`src/common/adc_ctrl_pkg.sv`:
```
`default_nettype none

package adc_ctrl_pkg;

    localparam int unsigned ADDR_W = 10;
    localparam int unsigned DATA_W = 32;
    localparam int unsigned REG_W  = 8;
    localparam int unsigned RES_W  = 10;
    localparam int unsigned CH_W   = 3;
    localparam int unsigned NUM_CH = 7;

    // Register indices; the byte address is four times the index.
    localparam logic [7:0] IDX_CTRL     = 8'h34;
    localparam logic [7:0] IDX_HIGH     = 8'h35;
    localparam logic [7:0] IDX_LOW      = 8'h36;
    localparam logic [7:0] IDX_IRQ_STAT = 8'h37;
    localparam logic [7:0] IDX_IRQ_CLR  = 8'h38;
    localparam logic [7:0] IDX_IRQ_EN   = 8'h39;

    localparam int unsigned CTRL_DONE_BIT = 7;
    localparam int unsigned CTRL_RATE_BIT = 6;
    localparam int unsigned CTRL_PWR_BIT  = 5;
    localparam int unsigned LOW_CAL_BIT   = 4;
    localparam int unsigned LOW_SLOW_BIT  = 3;
    localparam int unsigned LOW_AMP_BIT   = 2;
    localparam int unsigned IRQ_DONE_BIT  = 0;

    localparam logic            FIELD_RESET = 1'b0;
    localparam logic [CH_W-1:0] CH_RESET    = 3'h0;
    localparam logic [RES_W-1:0] RES_RESET  = 10'h000;
    localparam logic [RES_W-1:0] RES_MSB    = 10'h200;

    localparam logic [2:0] SAMPLE_TICKS = 3'h4;

    typedef enum logic [1:0] {
        RATE_DIV2 = 2'h0,
        RATE_DIV1 = 2'h1,
        RATE_DIV4 = 2'h2
    } rate_e;

    typedef enum logic [1:0] {
        SAR_OFF     = 2'h0,
        SAR_SAMPLE  = 2'h1,
        SAR_CONVERT = 2'h3
    } sar_state_e;

    localparam logic [1:0] DIV_LIMIT1 = 2'h0;
    localparam logic [1:0] DIV_LIMIT2 = 2'h1;
    localparam logic [1:0] DIV_LIMIT4 = 2'h3;

    function automatic logic [ADDR_W-1:0] addr_of(input logic [7:0] idx);
        addr_of = {idx, 2'b00};
    endfunction : addr_of

    function automatic rate_e rate_of(input logic slow, input logic speed);
        if (slow)
            rate_of = RATE_DIV4;
        else if (speed)
            rate_of = RATE_DIV1;
        else
            rate_of = RATE_DIV2;
    endfunction : rate_of

    function automatic logic [1:0] div_limit(input rate_e mode);
        case (mode)
            RATE_DIV1: div_limit = DIV_LIMIT1;
            RATE_DIV4: div_limit = DIV_LIMIT4;
            default:   div_limit = DIV_LIMIT2;
        endcase
    endfunction : div_limit

    function automatic logic [NUM_CH-1:0] chan_onehot(input logic [CH_W-1:0] ch);
        chan_onehot = '0;
        for (int i = 0; i < NUM_CH; i++)
            chan_onehot[i] = (ch == CH_W'(i));
    endfunction : chan_onehot

endpackage : adc_ctrl_pkg

`default_nettype wire

```
`src/rtl/adc_clock_divider.sv`:
```
`timescale 1ns/1ps
`default_nettype none

module adc_clock_divider
    import adc_ctrl_pkg::*;
(
    input  wire logic  pclk,
    input  wire logic  presetn,
    input  wire logic  run,
    input  wire rate_e mode,
    output logic       tick_q
);

    logic [1:0] cnt_q;

    // One tick per converter clock period, counted in CPU clocks.
    always_ff @(posedge pclk or negedge presetn)
    begin
        if (!presetn)
        begin
            cnt_q  <= DIV_LIMIT1;
            tick_q <= FIELD_RESET;
        end
        else if (!run || cnt_q >= div_limit(mode))
        begin
            cnt_q  <= DIV_LIMIT1;
            tick_q <= run;
        end
        else
        begin
            cnt_q  <= cnt_q + 2'h1;
            tick_q <= FIELD_RESET;
        end
    end

    a_div1_ticks: assert property (@(posedge pclk) disable iff (!presetn)
        (run && mode == RATE_DIV1) [*2] |-> tick_q)
        else $error("full-rate converter clock missed a tick");

    a_div4_gap: assert property (@(posedge pclk) disable iff (!presetn)
        (tick_q && run && mode == RATE_DIV4) ##1 (run && mode == RATE_DIV4) [*3]
        |-> !$past(tick_q) && !$past(tick_q, 2))
        else $error("quarter-rate converter clock ticked too often");

endmodule : adc_clock_divider

`default_nettype wire

```
`src/rtl/adc_sar_sequencer.sv`:
```
`timescale 1ns/1ps
`default_nettype none

module adc_sar_sequencer
    import adc_ctrl_pkg::*;
(
    input  wire logic             pclk,
    input  wire logic             presetn,
    input  wire logic             tick,
    input  wire logic             power_on,
    input  wire logic             cmp_high,
    output logic                  sample_q,
    output logic [RES_W-1:0]      trial_q,
    output logic [RES_W-1:0]      result_q,
    output logic                  done_q
);

    sar_state_e       state_q;
    logic [2:0]       cnt_q;
    logic [RES_W-1:0] bit_q;
    logic [RES_W-1:0] kept;

    // The comparator reports the input at or above the trial level.
    assign kept = cmp_high ? trial_q : (trial_q & ~bit_q);

    always_ff @(posedge pclk or negedge presetn)
    begin
        if (!presetn)
        begin
            state_q  <= SAR_OFF;
            cnt_q    <= SAMPLE_TICKS;
            bit_q    <= RES_MSB;
            trial_q  <= RES_RESET;
            result_q <= RES_RESET;
            sample_q <= FIELD_RESET;
            done_q   <= FIELD_RESET;
        end
        else
        begin
            done_q <= FIELD_RESET;
            if (!power_on)
            begin
                state_q  <= SAR_OFF;
                sample_q <= FIELD_RESET;
            end
            else
            begin
                case (state_q)
                    SAR_OFF:
                    begin
                        state_q  <= SAR_SAMPLE;
                        cnt_q    <= '0;
                        sample_q <= 1'b1;
                    end
                    SAR_SAMPLE:
                    begin
                        if (tick)
                        begin
                            cnt_q <= cnt_q + 3'h1;
                            if (cnt_q == SAMPLE_TICKS - 3'h1)
                            begin
                                state_q  <= SAR_CONVERT;
                                sample_q <= FIELD_RESET;
                                bit_q    <= RES_MSB;
                                trial_q  <= RES_MSB;
                            end
                        end
                    end
                    SAR_CONVERT:
                    begin
                        if (tick)
                        begin
                            if (bit_q[0])
                            begin
                                result_q <= kept;
                                done_q   <= 1'b1;
                                state_q  <= SAR_SAMPLE;
                                cnt_q    <= '0;
                                sample_q <= 1'b1;
                            end
                            else
                            begin
                                trial_q <= kept | (bit_q >> 1);
                                bit_q   <= bit_q >> 1;
                            end
                        end
                    end
                    default:
                        state_q <= SAR_OFF;
                endcase
            end
        end
    end

    a_power_off: assert property (@(posedge pclk) disable iff (!presetn)
        !power_on |=> state_q == SAR_OFF && !sample_q && !done_q)
        else $error("converter kept running with power off");

    a_conv_start: assert property (@(posedge pclk) disable iff (!presetn)
        power_on && state_q == SAR_OFF |=> state_q == SAR_SAMPLE && sample_q)
        else $error("converter did not start after power on");

    a_result_load: assert property (@(posedge pclk) disable iff (!presetn)
        done_q |-> $past(state_q) == SAR_CONVERT && $past(bit_q[0]) && sample_q)
        else $error("result loaded outside the last conversion step");

endmodule : adc_sar_sequencer

`default_nettype wire

```
`src/rtl/adc_control_result_regs.sv`:
```
// Implementation choice: the APB slave port.
`timescale 1ns/1ps
`default_nettype none

module adc_control_result_regs
    import adc_ctrl_pkg::*;
(
    input  wire logic                pclk,
    input  wire logic                presetn,
    input  wire logic [ADDR_W-1:0]   paddr,
    input  wire logic                psel,
    input  wire logic                penable,
    input  wire logic                pwrite,
    input  wire logic [DATA_W-1:0]   pwdata,
    input  wire logic [DATA_W/8-1:0] pstrb,
    output logic      [DATA_W-1:0]   prdata,
    output logic                     pready,
    output logic                     pslverr,
    output logic                     irq,
    input  wire logic                cmp_high,
    output logic                     converter_power_on,
    output logic      [NUM_CH-1:0]   input_channel_sel,
    output logic                     amp_select,
    output logic                     amp_zero_calibrate,
    output logic                     sample_hold,
    output logic      [RES_W-1:0]    trial_code
);

    // ------------------------------------------------------------
    // Register state
    // ------------------------------------------------------------

    logic              done_q;
    logic              rate_q;
    logic              power_q;
    logic [CH_W-1:0]   ch_q;
    logic              cal_q;
    logic              slow_q;
    logic              amp_q;
    logic              irq_stat_q;
    logic              irq_en_q;
    logic              irq_q;
    logic [NUM_CH-1:0] chan_sel_q;
    logic [DATA_W-1:0] prdata_q;
    logic              pready_q;
    logic              pslverr_q;

    logic              setup;
    logic              access;
    logic              wr_en;
    logic              rd_en;
    logic              wr_low_byte;
    logic              high_read;
    logic              done_d;
    logic              irq_stat_d;

    logic              tick;
    logic              sar_done;
    logic              sar_sample;
    logic [RES_W-1:0]  sar_trial;
    logic [RES_W-1:0]  sar_result;

    // ------------------------------------------------------------
    // Address decoding and read data
    // ------------------------------------------------------------

    function automatic logic reg_hit(input logic [ADDR_W-1:0] a);
        if (a == addr_of(IDX_CTRL))
            reg_hit = 1'b1;
        else if (a == addr_of(IDX_HIGH))
            reg_hit = 1'b1;
        else if (a == addr_of(IDX_LOW))
            reg_hit = 1'b1;
        else if (a == addr_of(IDX_IRQ_STAT))
            reg_hit = 1'b1;
        else if (a == addr_of(IDX_IRQ_CLR))
            reg_hit = 1'b1;
        else if (a == addr_of(IDX_IRQ_EN))
            reg_hit = 1'b1;
        else
            reg_hit = 1'b0;
    endfunction : reg_hit

    function automatic logic [REG_W-1:0] rd_byte(input logic [ADDR_W-1:0] a);
        rd_byte = '0;
        if (a == addr_of(IDX_CTRL))
        begin
            rd_byte[CTRL_DONE_BIT] = done_q;
            rd_byte[CTRL_RATE_BIT] = rate_q;
            rd_byte[CTRL_PWR_BIT]  = power_q;
            rd_byte[CH_W-1:0]      = ch_q;
        end
        else if (a == addr_of(IDX_HIGH))
            rd_byte = sar_result[RES_W-1:2];
        else if (a == addr_of(IDX_LOW))
        begin
            rd_byte[LOW_CAL_BIT]  = cal_q;
            rd_byte[LOW_SLOW_BIT] = slow_q;
            rd_byte[LOW_AMP_BIT]  = amp_q;
            rd_byte[1:0]          = sar_result[1:0];
        end
        else if (a == addr_of(IDX_IRQ_STAT))
            rd_byte[IRQ_DONE_BIT] = irq_stat_q;
        else if (a == addr_of(IDX_IRQ_EN))
            rd_byte[IRQ_DONE_BIT] = irq_en_q;
    endfunction : rd_byte

    assign setup       = psel && !penable;
    assign access      = psel && penable && pready_q && !pslverr_q;
    assign wr_en       = access && pwrite;
    assign rd_en       = access && !pwrite;
    assign wr_low_byte = wr_en && pstrb[0];
    assign high_read   = rd_en && paddr == addr_of(IDX_HIGH);

    // ------------------------------------------------------------
    // APB slave: one wait-free access phase per transfer
    // ------------------------------------------------------------

    always_ff @(posedge pclk or negedge presetn)
    begin
        if (!presetn)
        begin
            pready_q  <= FIELD_RESET;
            pslverr_q <= FIELD_RESET;
            prdata_q  <= '0;
        end
        else
        begin
            pready_q  <= setup;
            pslverr_q <= setup && !reg_hit(paddr);
            if (setup && !pwrite)
                prdata_q <= {{(DATA_W-REG_W){1'b0}}, rd_byte(paddr)};
            else
                prdata_q <= '0;
        end
    end

    assign prdata  = prdata_q;
    assign pready  = pready_q;
    assign pslverr = pslverr_q;

    // ------------------------------------------------------------
    // Control fields
    // ------------------------------------------------------------

    // Reserved control bits and the done flag are not stored on write.
    always_ff @(posedge pclk or negedge presetn)
    begin
        if (!presetn)
        begin
            rate_q  <= FIELD_RESET;
            power_q <= FIELD_RESET;
            ch_q    <= CH_RESET;
        end
        else if (wr_low_byte && paddr == addr_of(IDX_CTRL))
        begin
            rate_q  <= pwdata[CTRL_RATE_BIT];
            power_q <= pwdata[CTRL_PWR_BIT];
            ch_q    <= pwdata[CH_W-1:0];
        end
    end

    always_ff @(posedge pclk or negedge presetn)
    begin
        if (!presetn)
        begin
            cal_q  <= FIELD_RESET;
            slow_q <= FIELD_RESET;
            amp_q  <= FIELD_RESET;
        end
        else if (wr_low_byte && paddr == addr_of(IDX_LOW))
        begin
            cal_q  <= pwdata[LOW_CAL_BIT];
            slow_q <= pwdata[LOW_SLOW_BIT];
            amp_q  <= pwdata[LOW_AMP_BIT];
        end
    end

    // ------------------------------------------------------------
    // Done flag: a finishing conversion wins over a clearing read
    // ------------------------------------------------------------

    assign done_d = sar_done || (done_q && !high_read);

    always_ff @(posedge pclk or negedge presetn)
    begin
        if (!presetn)
            done_q <= FIELD_RESET;
        else
            done_q <= done_d;
    end

    // ------------------------------------------------------------
    // Interrupt status, clear and enable
    // ------------------------------------------------------------

    assign irq_stat_d = sar_done || (irq_stat_q && !(wr_low_byte
                        && paddr == addr_of(IDX_IRQ_CLR) && pwdata[IRQ_DONE_BIT]));

    always_ff @(posedge pclk or negedge presetn)
    begin
        if (!presetn)
        begin
            irq_stat_q <= FIELD_RESET;
            irq_en_q   <= FIELD_RESET;
            irq_q      <= FIELD_RESET;
        end
        else
        begin
            irq_stat_q <= irq_stat_d;
            if (wr_low_byte && paddr == addr_of(IDX_IRQ_EN))
                irq_en_q <= pwdata[IRQ_DONE_BIT];
            irq_q <= irq_stat_q && irq_en_q;
        end
    end

    assign irq = irq_q;

    // ------------------------------------------------------------
    // Analog side controls
    // ------------------------------------------------------------

    // Code seven selects no input at all.
    always_ff @(posedge pclk or negedge presetn)
    begin
        if (!presetn)
            chan_sel_q <= '0;
        else
            chan_sel_q <= chan_onehot(ch_q);
    end

    assign input_channel_sel  = chan_sel_q;
    assign converter_power_on = power_q;
    assign amp_select         = amp_q;
    assign amp_zero_calibrate = cal_q;
    assign sample_hold        = sar_sample;
    assign trial_code         = sar_trial;

    // ------------------------------------------------------------
    // Converter clock and conversion sequencer
    // ------------------------------------------------------------

    adc_clock_divider u_div (
        .pclk    (pclk),
        .presetn (presetn),
        .run     (power_q),
        .mode    (rate_of(slow_q, rate_q)),
        .tick_q  (tick)
    );

    adc_sar_sequencer u_sar (
        .pclk     (pclk),
        .presetn  (presetn),
        .tick     (tick),
        .power_on (power_q),
        .cmp_high (cmp_high),
        .sample_q (sar_sample),
        .trial_q  (sar_trial),
        .result_q (sar_result),
        .done_q   (sar_done)
    );

    // ------------------------------------------------------------
    // Checks
    // ------------------------------------------------------------

    a_done_sets: assert property (@(posedge pclk) disable iff (!presetn)
        sar_done |=> done_q)
        else $error("done flag not set after conversion");

    a_read_clears: assert property (@(posedge pclk) disable iff (!presetn)
        high_read && !sar_done |=> !done_q)
        else $error("high byte read did not clear done flag");

    a_ctrl_ro: assert property (@(posedge pclk) disable iff (!presetn)
        wr_en && paddr == addr_of(IDX_CTRL) && !sar_done && !high_read
        |=> done_q == $past(done_q))
        else $error("software write changed the done flag");

    a_chan_none: assert property (@(posedge pclk) disable iff (!presetn)
        ch_q == CH_W'(NUM_CH) ##1 ch_q == CH_W'(NUM_CH) |-> chan_sel_q == '0)
        else $error("unused channel code routed an input");

    a_high_read: assert property (@(posedge pclk) disable iff (!presetn)
        setup && !pwrite && paddr == addr_of(IDX_HIGH)
        |=> prdata_q[REG_W-1:0] == $past(sar_result[RES_W-1:2]))
        else $error("high byte does not show result bits 9 to 2");

    a_low_zero: assert property (@(posedge pclk) disable iff (!presetn)
        setup && !pwrite && paddr == addr_of(IDX_LOW)
        |=> prdata_q[DATA_W-1:5] == '0
            && prdata_q[1:0] == $past(sar_result[1:0]))
        else $error("low register upper bits or result bits wrong");

    a_cal_write: assert property (@(posedge pclk) disable iff (!presetn)
        wr_low_byte && paddr == addr_of(IDX_LOW)
        |=> amp_zero_calibrate == $past(pwdata[LOW_CAL_BIT])
            && amp_select == $past(pwdata[LOW_AMP_BIT]))
        else $error("amplifier controls did not follow a write");

    a_done_irq: assert property (@(posedge pclk) disable iff (!presetn)
        sar_done && irq_en_q ##1 irq_en_q |=> irq)
        else $error("enabled conversion event raised no interrupt");

endmodule : adc_control_result_regs

`default_nettype wire

```
`config.mk`:
```
export PLATFORM = sky130hd
export DESIGN_NAME = adc_control_result_regs
export DESIGN_NICKNAME = d
export VERILOG_FILES = /design/src/common/adc_ctrl_pkg.sv /design/src/rtl/adc_clock_divider.sv /design/src/rtl/adc_sar_sequencer.sv /design/src/rtl/adc_control_result_regs.sv
export SDC_FILE = /design/constraint.sdc
export NUM_CORES = 1
export LEC_CHECK = 0
export ABC_AREA = 1
export BUFFER_PORTS_ARGS = -buffer_cell sky130_fd_sc_hd__buf_2
export CORE_MARGIN = 3
export CORE_UTILIZATION = 51
export CTS_CLUSTER_SIZE = 24
export DETAILED_ROUTE_END_ITERATION = 12
export HOLD_SLACK_MARGIN = 0.1
export PLACE_DENSITY = 0.8
export SYNTH_ARGS = -nofsm -noshare
export SYNTH_HDL_FRONTEND = slang
export SYNTH_HIERARCHICAL = 1
export SYNTH_SLANG_ARGS = --single-unit
```
`constraint.sdc`:
```
create_clock -name pclk -period 2.27 [get_ports pclk]
set_clock_uncertainty 0.2 [all_clocks]
set_input_delay 0.681 -clock pclk [delete_from_list [all_inputs] [get_ports pclk]]
set_output_delay 0.681 -clock pclk [all_outputs]
set_load 0.005 [all_outputs]
```
# Word level (Yosys, flattened, before mapping)
# Index checks and enable logic that the tools add are counted.
[totals] regBits=93 out_inout_bits=56 wordCells=145 input_bits=52
[op_classes] add_sub_neg=2 mux=50 order_cmp=1 bitwise_logic=3 reduce_logical=38 n_eq_ne=27
[op_table] operator="$mux W10" count=7
[op_table] operator="$eq A10 B8 Y1 const B" count=6
[op_table] operator="$pmux W10 S2" count=2
[op_table] operator="$mux W1" count=20
[op_table] operator="$logic_and A1 B1 Y1" count=18
[op_table] operator="$mux W3" count=6
[op_table] operator="$mux W2" count=8
[op_table] operator="$reduce_and A5 Y1" count=3
[op_table] operator="$and A10 B10 Y10" count=1
[op_table] operator="$not A10 Y10" count=1
[op_table] operator="$or A10 B9 Y10" count=1
[op_table] operator="$eq A3 B2 Y1 const B" count=3
[op_table] operator="$eq A3 B3 Y1 const B" count=3
[op_table] operator="$pmux W3 S3" count=1
[op_table] operator="$mux W8" count=1
[op_table] operator="$reduce_and A4 Y1" count=2
[op_table] operator="$logic_not A1 Y1" count=7
[op_table] operator="$ne A2 B2 Y1 const B" count=3
[op_table] operator="$ne A3 B2 Y1 const B" count=2
[op_table] operator="$ne A3 B3 Y1 const B" count=2
[op_table] operator="$pmux W2 S3" count=1
[op_table] operator="$reduce_and A6 Y1" count=1
[op_table] operator="$mux W5" count=1
[op_table] operator="$eq A2 B1 Y1 const B" count=2
[op_table] operator="15 further kinds" count=19

# Depth between registers and ports, before layout
[logic_depth] depth_word=10 ltp_mapped=10 ltp_nobuf=9

# By module
# Netlist, hierarchy kept.
[by_module_without_submodules] module="adc_sar_sequencer" area_per_inst_um2=1729.2 n_inst=1 seq_area_each_um2=928.4 cells_per_inst=208
[by_module_without_submodules] module="adc_control_result_regs" area_per_inst_um2=1601.5 n_inst=1 seq_area_each_um2=725.7 cells_per_inst=189
[by_module_without_submodules] module="adc_clock_divider" area_per_inst_um2=167.7 n_inst=1 seq_area_each_um2=75.1 cells_per_inst=20

# Least setup slack after synthesis
# No wires, ideal clock.
[synth_path] kind="input -> register" startpoint="in paddr[1]" endpoint="reg prdata_q[2], in the netlist prdata[2]" n_path_buf=0 setup_ns=0.117 t_required_ns=1.953 arrival_time_ns=1.366 stages=6 path_slack_ns=0.586 cell_sequence="nor2_2 nand3_2 nor2_8 inv_2 o21ai_2 nor2_2"
[synth_between] elab_chain_cells=5 word_cells_on_any_way=7 cone_classes="eq/ne: 3; mux: 4"
[synth_rtl] item="start, declared" line="adc_control_result_regs.sv:10" rtl="input wire logic [ADDR_W-1:0] paddr,"
[synth_rtl] item="$eq A10 B8 Y1" line="adc_control_result_regs.sv:95" rtl="else if (a == addr_of(IDX_LOW))"
[synth_rtl] item="$mux W4" line="adc_control_result_regs.sv:95"
[synth_rtl] item="$mux W5" line="adc_control_result_regs.sv:93" rtl="else if (a == addr_of(IDX_HIGH))"
[synth_rtl] item="$mux W3 *" line="adc_control_result_regs.sv:86" rtl="if (a == addr_of(IDX_CTRL))"
[synth_rtl] item="$mux W8 *" line="adc_control_result_regs.sv:131" rtl="if (setup && !pwrite)"
[synth_rtl] item="end signal, assigned" line="adc_control_result_regs.sv:132" rtl="prdata_q <= {{(DATA_W-REG_W){1'b0}}, rd_byte(paddr)};"
[synth_rtl] item="end, declared" line="adc_control_result_regs.sv:44" rtl="logic [DATA_W-1:0] prdata_q;"
# Mark *: on every way between the ends. The rest lies on a longest branch, timed or not.
# A chain may end at the register's enable or synchronous reset.

# Worst setup path after layout
[layout_path] startpoint="reg power_q, in the netlist converter_power_on" endpoint="out converter_power_on"
[layout_rtl] item="start, declared" line="adc_control_result_regs.sv:35" rtl="logic power_q;"
[layout_rtl] item="start signal, assigned" line="adc_control_result_regs.sv:158" rtl="power_q <= pwdata[CTRL_PWR_BIT];"
[layout_rtl] item="end, declared" line="adc_control_result_regs.sv:21" rtl="output logic converter_power_on,"
# No word-level cell between the ends.

==> impl_metrics.csv <==
group,metric,value,unit
outcome,outcome,"finished, final reports clean",
synth,synth_flop_cell,"dfrtp_1",
setup_path,crit_slowest_cell,"dfrtp_1",
flow_run,max_cap_viol_count,0,
timing,hold_viol,0,
route,routedWlPerCell,12.74,microns
synth,ys_top_cells_by_count,"nand2_1, dfrtp_1, inv_1",
clock_tree,post_cts_buffers,0,
final_layout,areaGrowthSynthToFinish,14.70,%
clock_tree,clkTransAtPathRegs,0.08,ns
final_layout,fin_nets,537,
synth,synth_cell_types,32,
route,via_per_inst,4.920,
synth,synth_edf_count,0,
clock_tree,htree_levels,3,
clock_tree,clk_path_buf_depth,2,
global_route,antenna_found_initial,0,
placement,io_buffers,55,
power,clock_power_share,47.6,%
timing,fin_setup_tns,0,ns
power,pwr-share-comb,4.0,%
clock_tree,cts_resized,0,
global_route,overflow,0,
route,drt-pass1-iter-count,4,
synth,synth_top_family_by_area,"simple AND/OR/NAND/NOR gates",
timing,slew_viol_final,0,
setup_path,crit_buf_inv,1,
floorplanning,rows,29,
power,swShare,21.71,%
synth,muxShareOfSynthArea,0,%
floorplanning,coreArea,6495,sq um
synth,synth-seq-cells,69,
final_layout,drive_above_1_share,21.95,%
clock_tree,clock_latency,0.34,ns
setup_path,criticalPathCategory,"reg -> out",
synth,yosysTopAreaCellShare,47.93,%
global_route,grt_pass1_vias,2524,
final_layout,num_antenna_cells,0,
global_route,grt_pass1_wl,11320,microns
floorplanning,fp.dieW,88.82,microns
setup_path,crit_arrival,1.06,ns
setup_path,worstSetupEndpointType,"output pin",
power,powerDensity,634.9,nW/um^2
synth,synth-simple-area-share,28.61,%
route,drt-total-wl,7135,microns
timing,period_share,85.50,%
synth,yosysWarnings,6,
synth,syn_area_per_cell,8.389,sq um
synth,ys_seq_area_share,49.43,%
timing,setup-violations-final,0,
setup_path,path_delay_family,"flip-flops",
setup_path,worst_setup_path_start_kind,"register",
setup_path,path_cells,"buf_2",
clock_tree,cts_buffers,9,
synth,synthCells,417,
floorplanning,initial_core_util,53.86,%
synth,synth_area_leaders,"dfrtp_1, nand2_1, buf_4, inv_1, nand3_1",
synth,synth.most_common_cell,"nand2_1",
placement,placed_area,3766,sq um
global_route,grt_max_degree,70,
route,drc_errors,0,
floorplanning,io_pins,108,
synth,synthArstFlopShare,100.0,%
timing,fmax,0.5152,GHz
final_layout,fillers,561,
power,internal-power,0.001995,W
placement,gp_congestion,0.8382,
synth,mappedNetlistArea,3498,sq um
clock_tree,cts.sinks,69,
placement,dp.final_hpwl,5093,microns
route,via_count,2755,
global_route,grt_util_all_layers,18.72,%
worst_hold_path,min_path_type,"in -> async",
synth,synth_compound_area_share,6.867,%
floorplanning,die-area,7889,sq um
timing,rsz0062_at_grt,"false",
setup_path,max_stage_delay,0.54,ns
floorplanning,die_y,88.82,microns
power,p_seq_share,48.3,%
setup_path,cp_max_fo,10,
setup_path,worstPathRequired,1.39,ns
clock_tree,cts_root_buffer,"clkbuf_8",
clock_tree,cts_tree,"yes",
timing,min_period,1.941,ns
synth,synth-xor-area-share,0.2504,%
power,p_leak,2.053,nW
synth,synth_fa_ha_area_share,2.504,%
clock_tree,ctsHoldBuffers,0,
synth,yosys.area.top_type,"dfrtp_1",
power,peakVddDrop,0.4535,mV
power,p_sw,0.0005530,W
route,postRouteAntennaNets,0,
final_layout,fin_area,4013,sq um
route,drt_iter0_drc,133,
[metal layers]
layer / part of all wire, % / track usage [%]
met5: 0 / 0
met4: 1.2 / 6.044
met3: 5.4 / 5.773
met2: 50 / 30.57
met1: 43 / 23.79
[per-stage QoR]
step                power (W)  util [%]  setup slack (ns)  std cells  hold WS, ns
global placement     0.001356     57.99            0.3372        544       0.2269
floorplan            0.001327         -            0.5864        440       0.1854
CTS                  0.002574     61.78            0.3005        560       0.1637
detailed placement   0.001358     57.99            0.3234        544       0.2419
global route         0.002647     61.78            0.2565        560       0.1557
finish               0.002548     61.78            0.3292        560       0.1504
[final timing paths]
check	from	endpoint	slack, ns	cells past startpoint
max	converter_power_on$_DFFE_PN0P_	converter_power_on	0.33	1
min	presetn	amp_zero_calibrate$_DFFE_PN0P_	0.15	2
max reg2reg	u_sar/state_q[1]$_DFFE_PN0P_	u_sar/trial_q[8]$_DFFE_PN0P_	0.44	7
min reg2reg	u_sar/done_q$_DFF_PN0_	irq_stat_q$_DFF_PN0_	0.25	2
max in group asynchronous	presetn	u_sar/bit_q[9]$_DFFE_PN1P_	1.38	2
min in group pclk	u_sar/done_q$_DFF_PN0_	irq_stat_q$_DFF_PN0_	0.25	2
[registers in the layout, summed over array words and instances, names as in the netlist, 2 cells and up]
signal	cells
u_sar/bit_q	10
u_sar/result_q	10
u_sar/trial_q	10
prdata	8
input_channel_sel	7
ch_q	3
u_sar/cnt_q	3
u_div/cnt_q	2
u_sar/state_q	2
[cells in the final DEF, fill, tap and decap left out, drive strengths merged, types with 2 or more instances in the layout]
cell type	count
nor2	42
nor3	8
o21ai	23
conb	24
nand3	37
dfrtp	67
ha	7
a21oi	22
buf	59
nand4	4
dfstp	2
clkinv	2
clkinvlp	2
nand3b	2
clkbuf	9
bufinv	3
inv	52
nand2	115
[power groups by stage]
| stage | logic (W) | clock network (W) | registers, W |
|---|---|---|---|
| 2_1_floorplan | 0.0000707 | 0 | 0.00126 |
| 3_3_place_gp | 0.000100 | 0 | 0.00126 |
| 3_5_place_dp | 0.000102 | 0 | 0.00126 |
| 4_1_cts | 0.000103 | 0.00124 | 0.00123 |
| 5_1_grt | 0.000116 | 0.00130 | 0.00123 |
| 6_report | 0.000103 | 0.00121 | 0.00123 |
[kinds of logic after synthesis]
family,Yosys count
and+or+nand+nor,209
buffers and inverters,84
DFF,69
AOI/OAI and AO/OA,46
adders and majority gates,7
xor gates and xnor gates,1
other,1
[cell type report]
cell class,count,area (sq um),share of cell area (%)
inverters,52,195.2,4.864
repair buffers,59,317.8,7.920
clock inverters,7,122.6,3.056
multi-input cells,287,1428,35.58
well taps,77,96.34,2.401
flip-flops and latches,69,1729,43.09
clock buffers,9,123.9,3.087
Note: power is estimated with default switching activity, not from simulation.
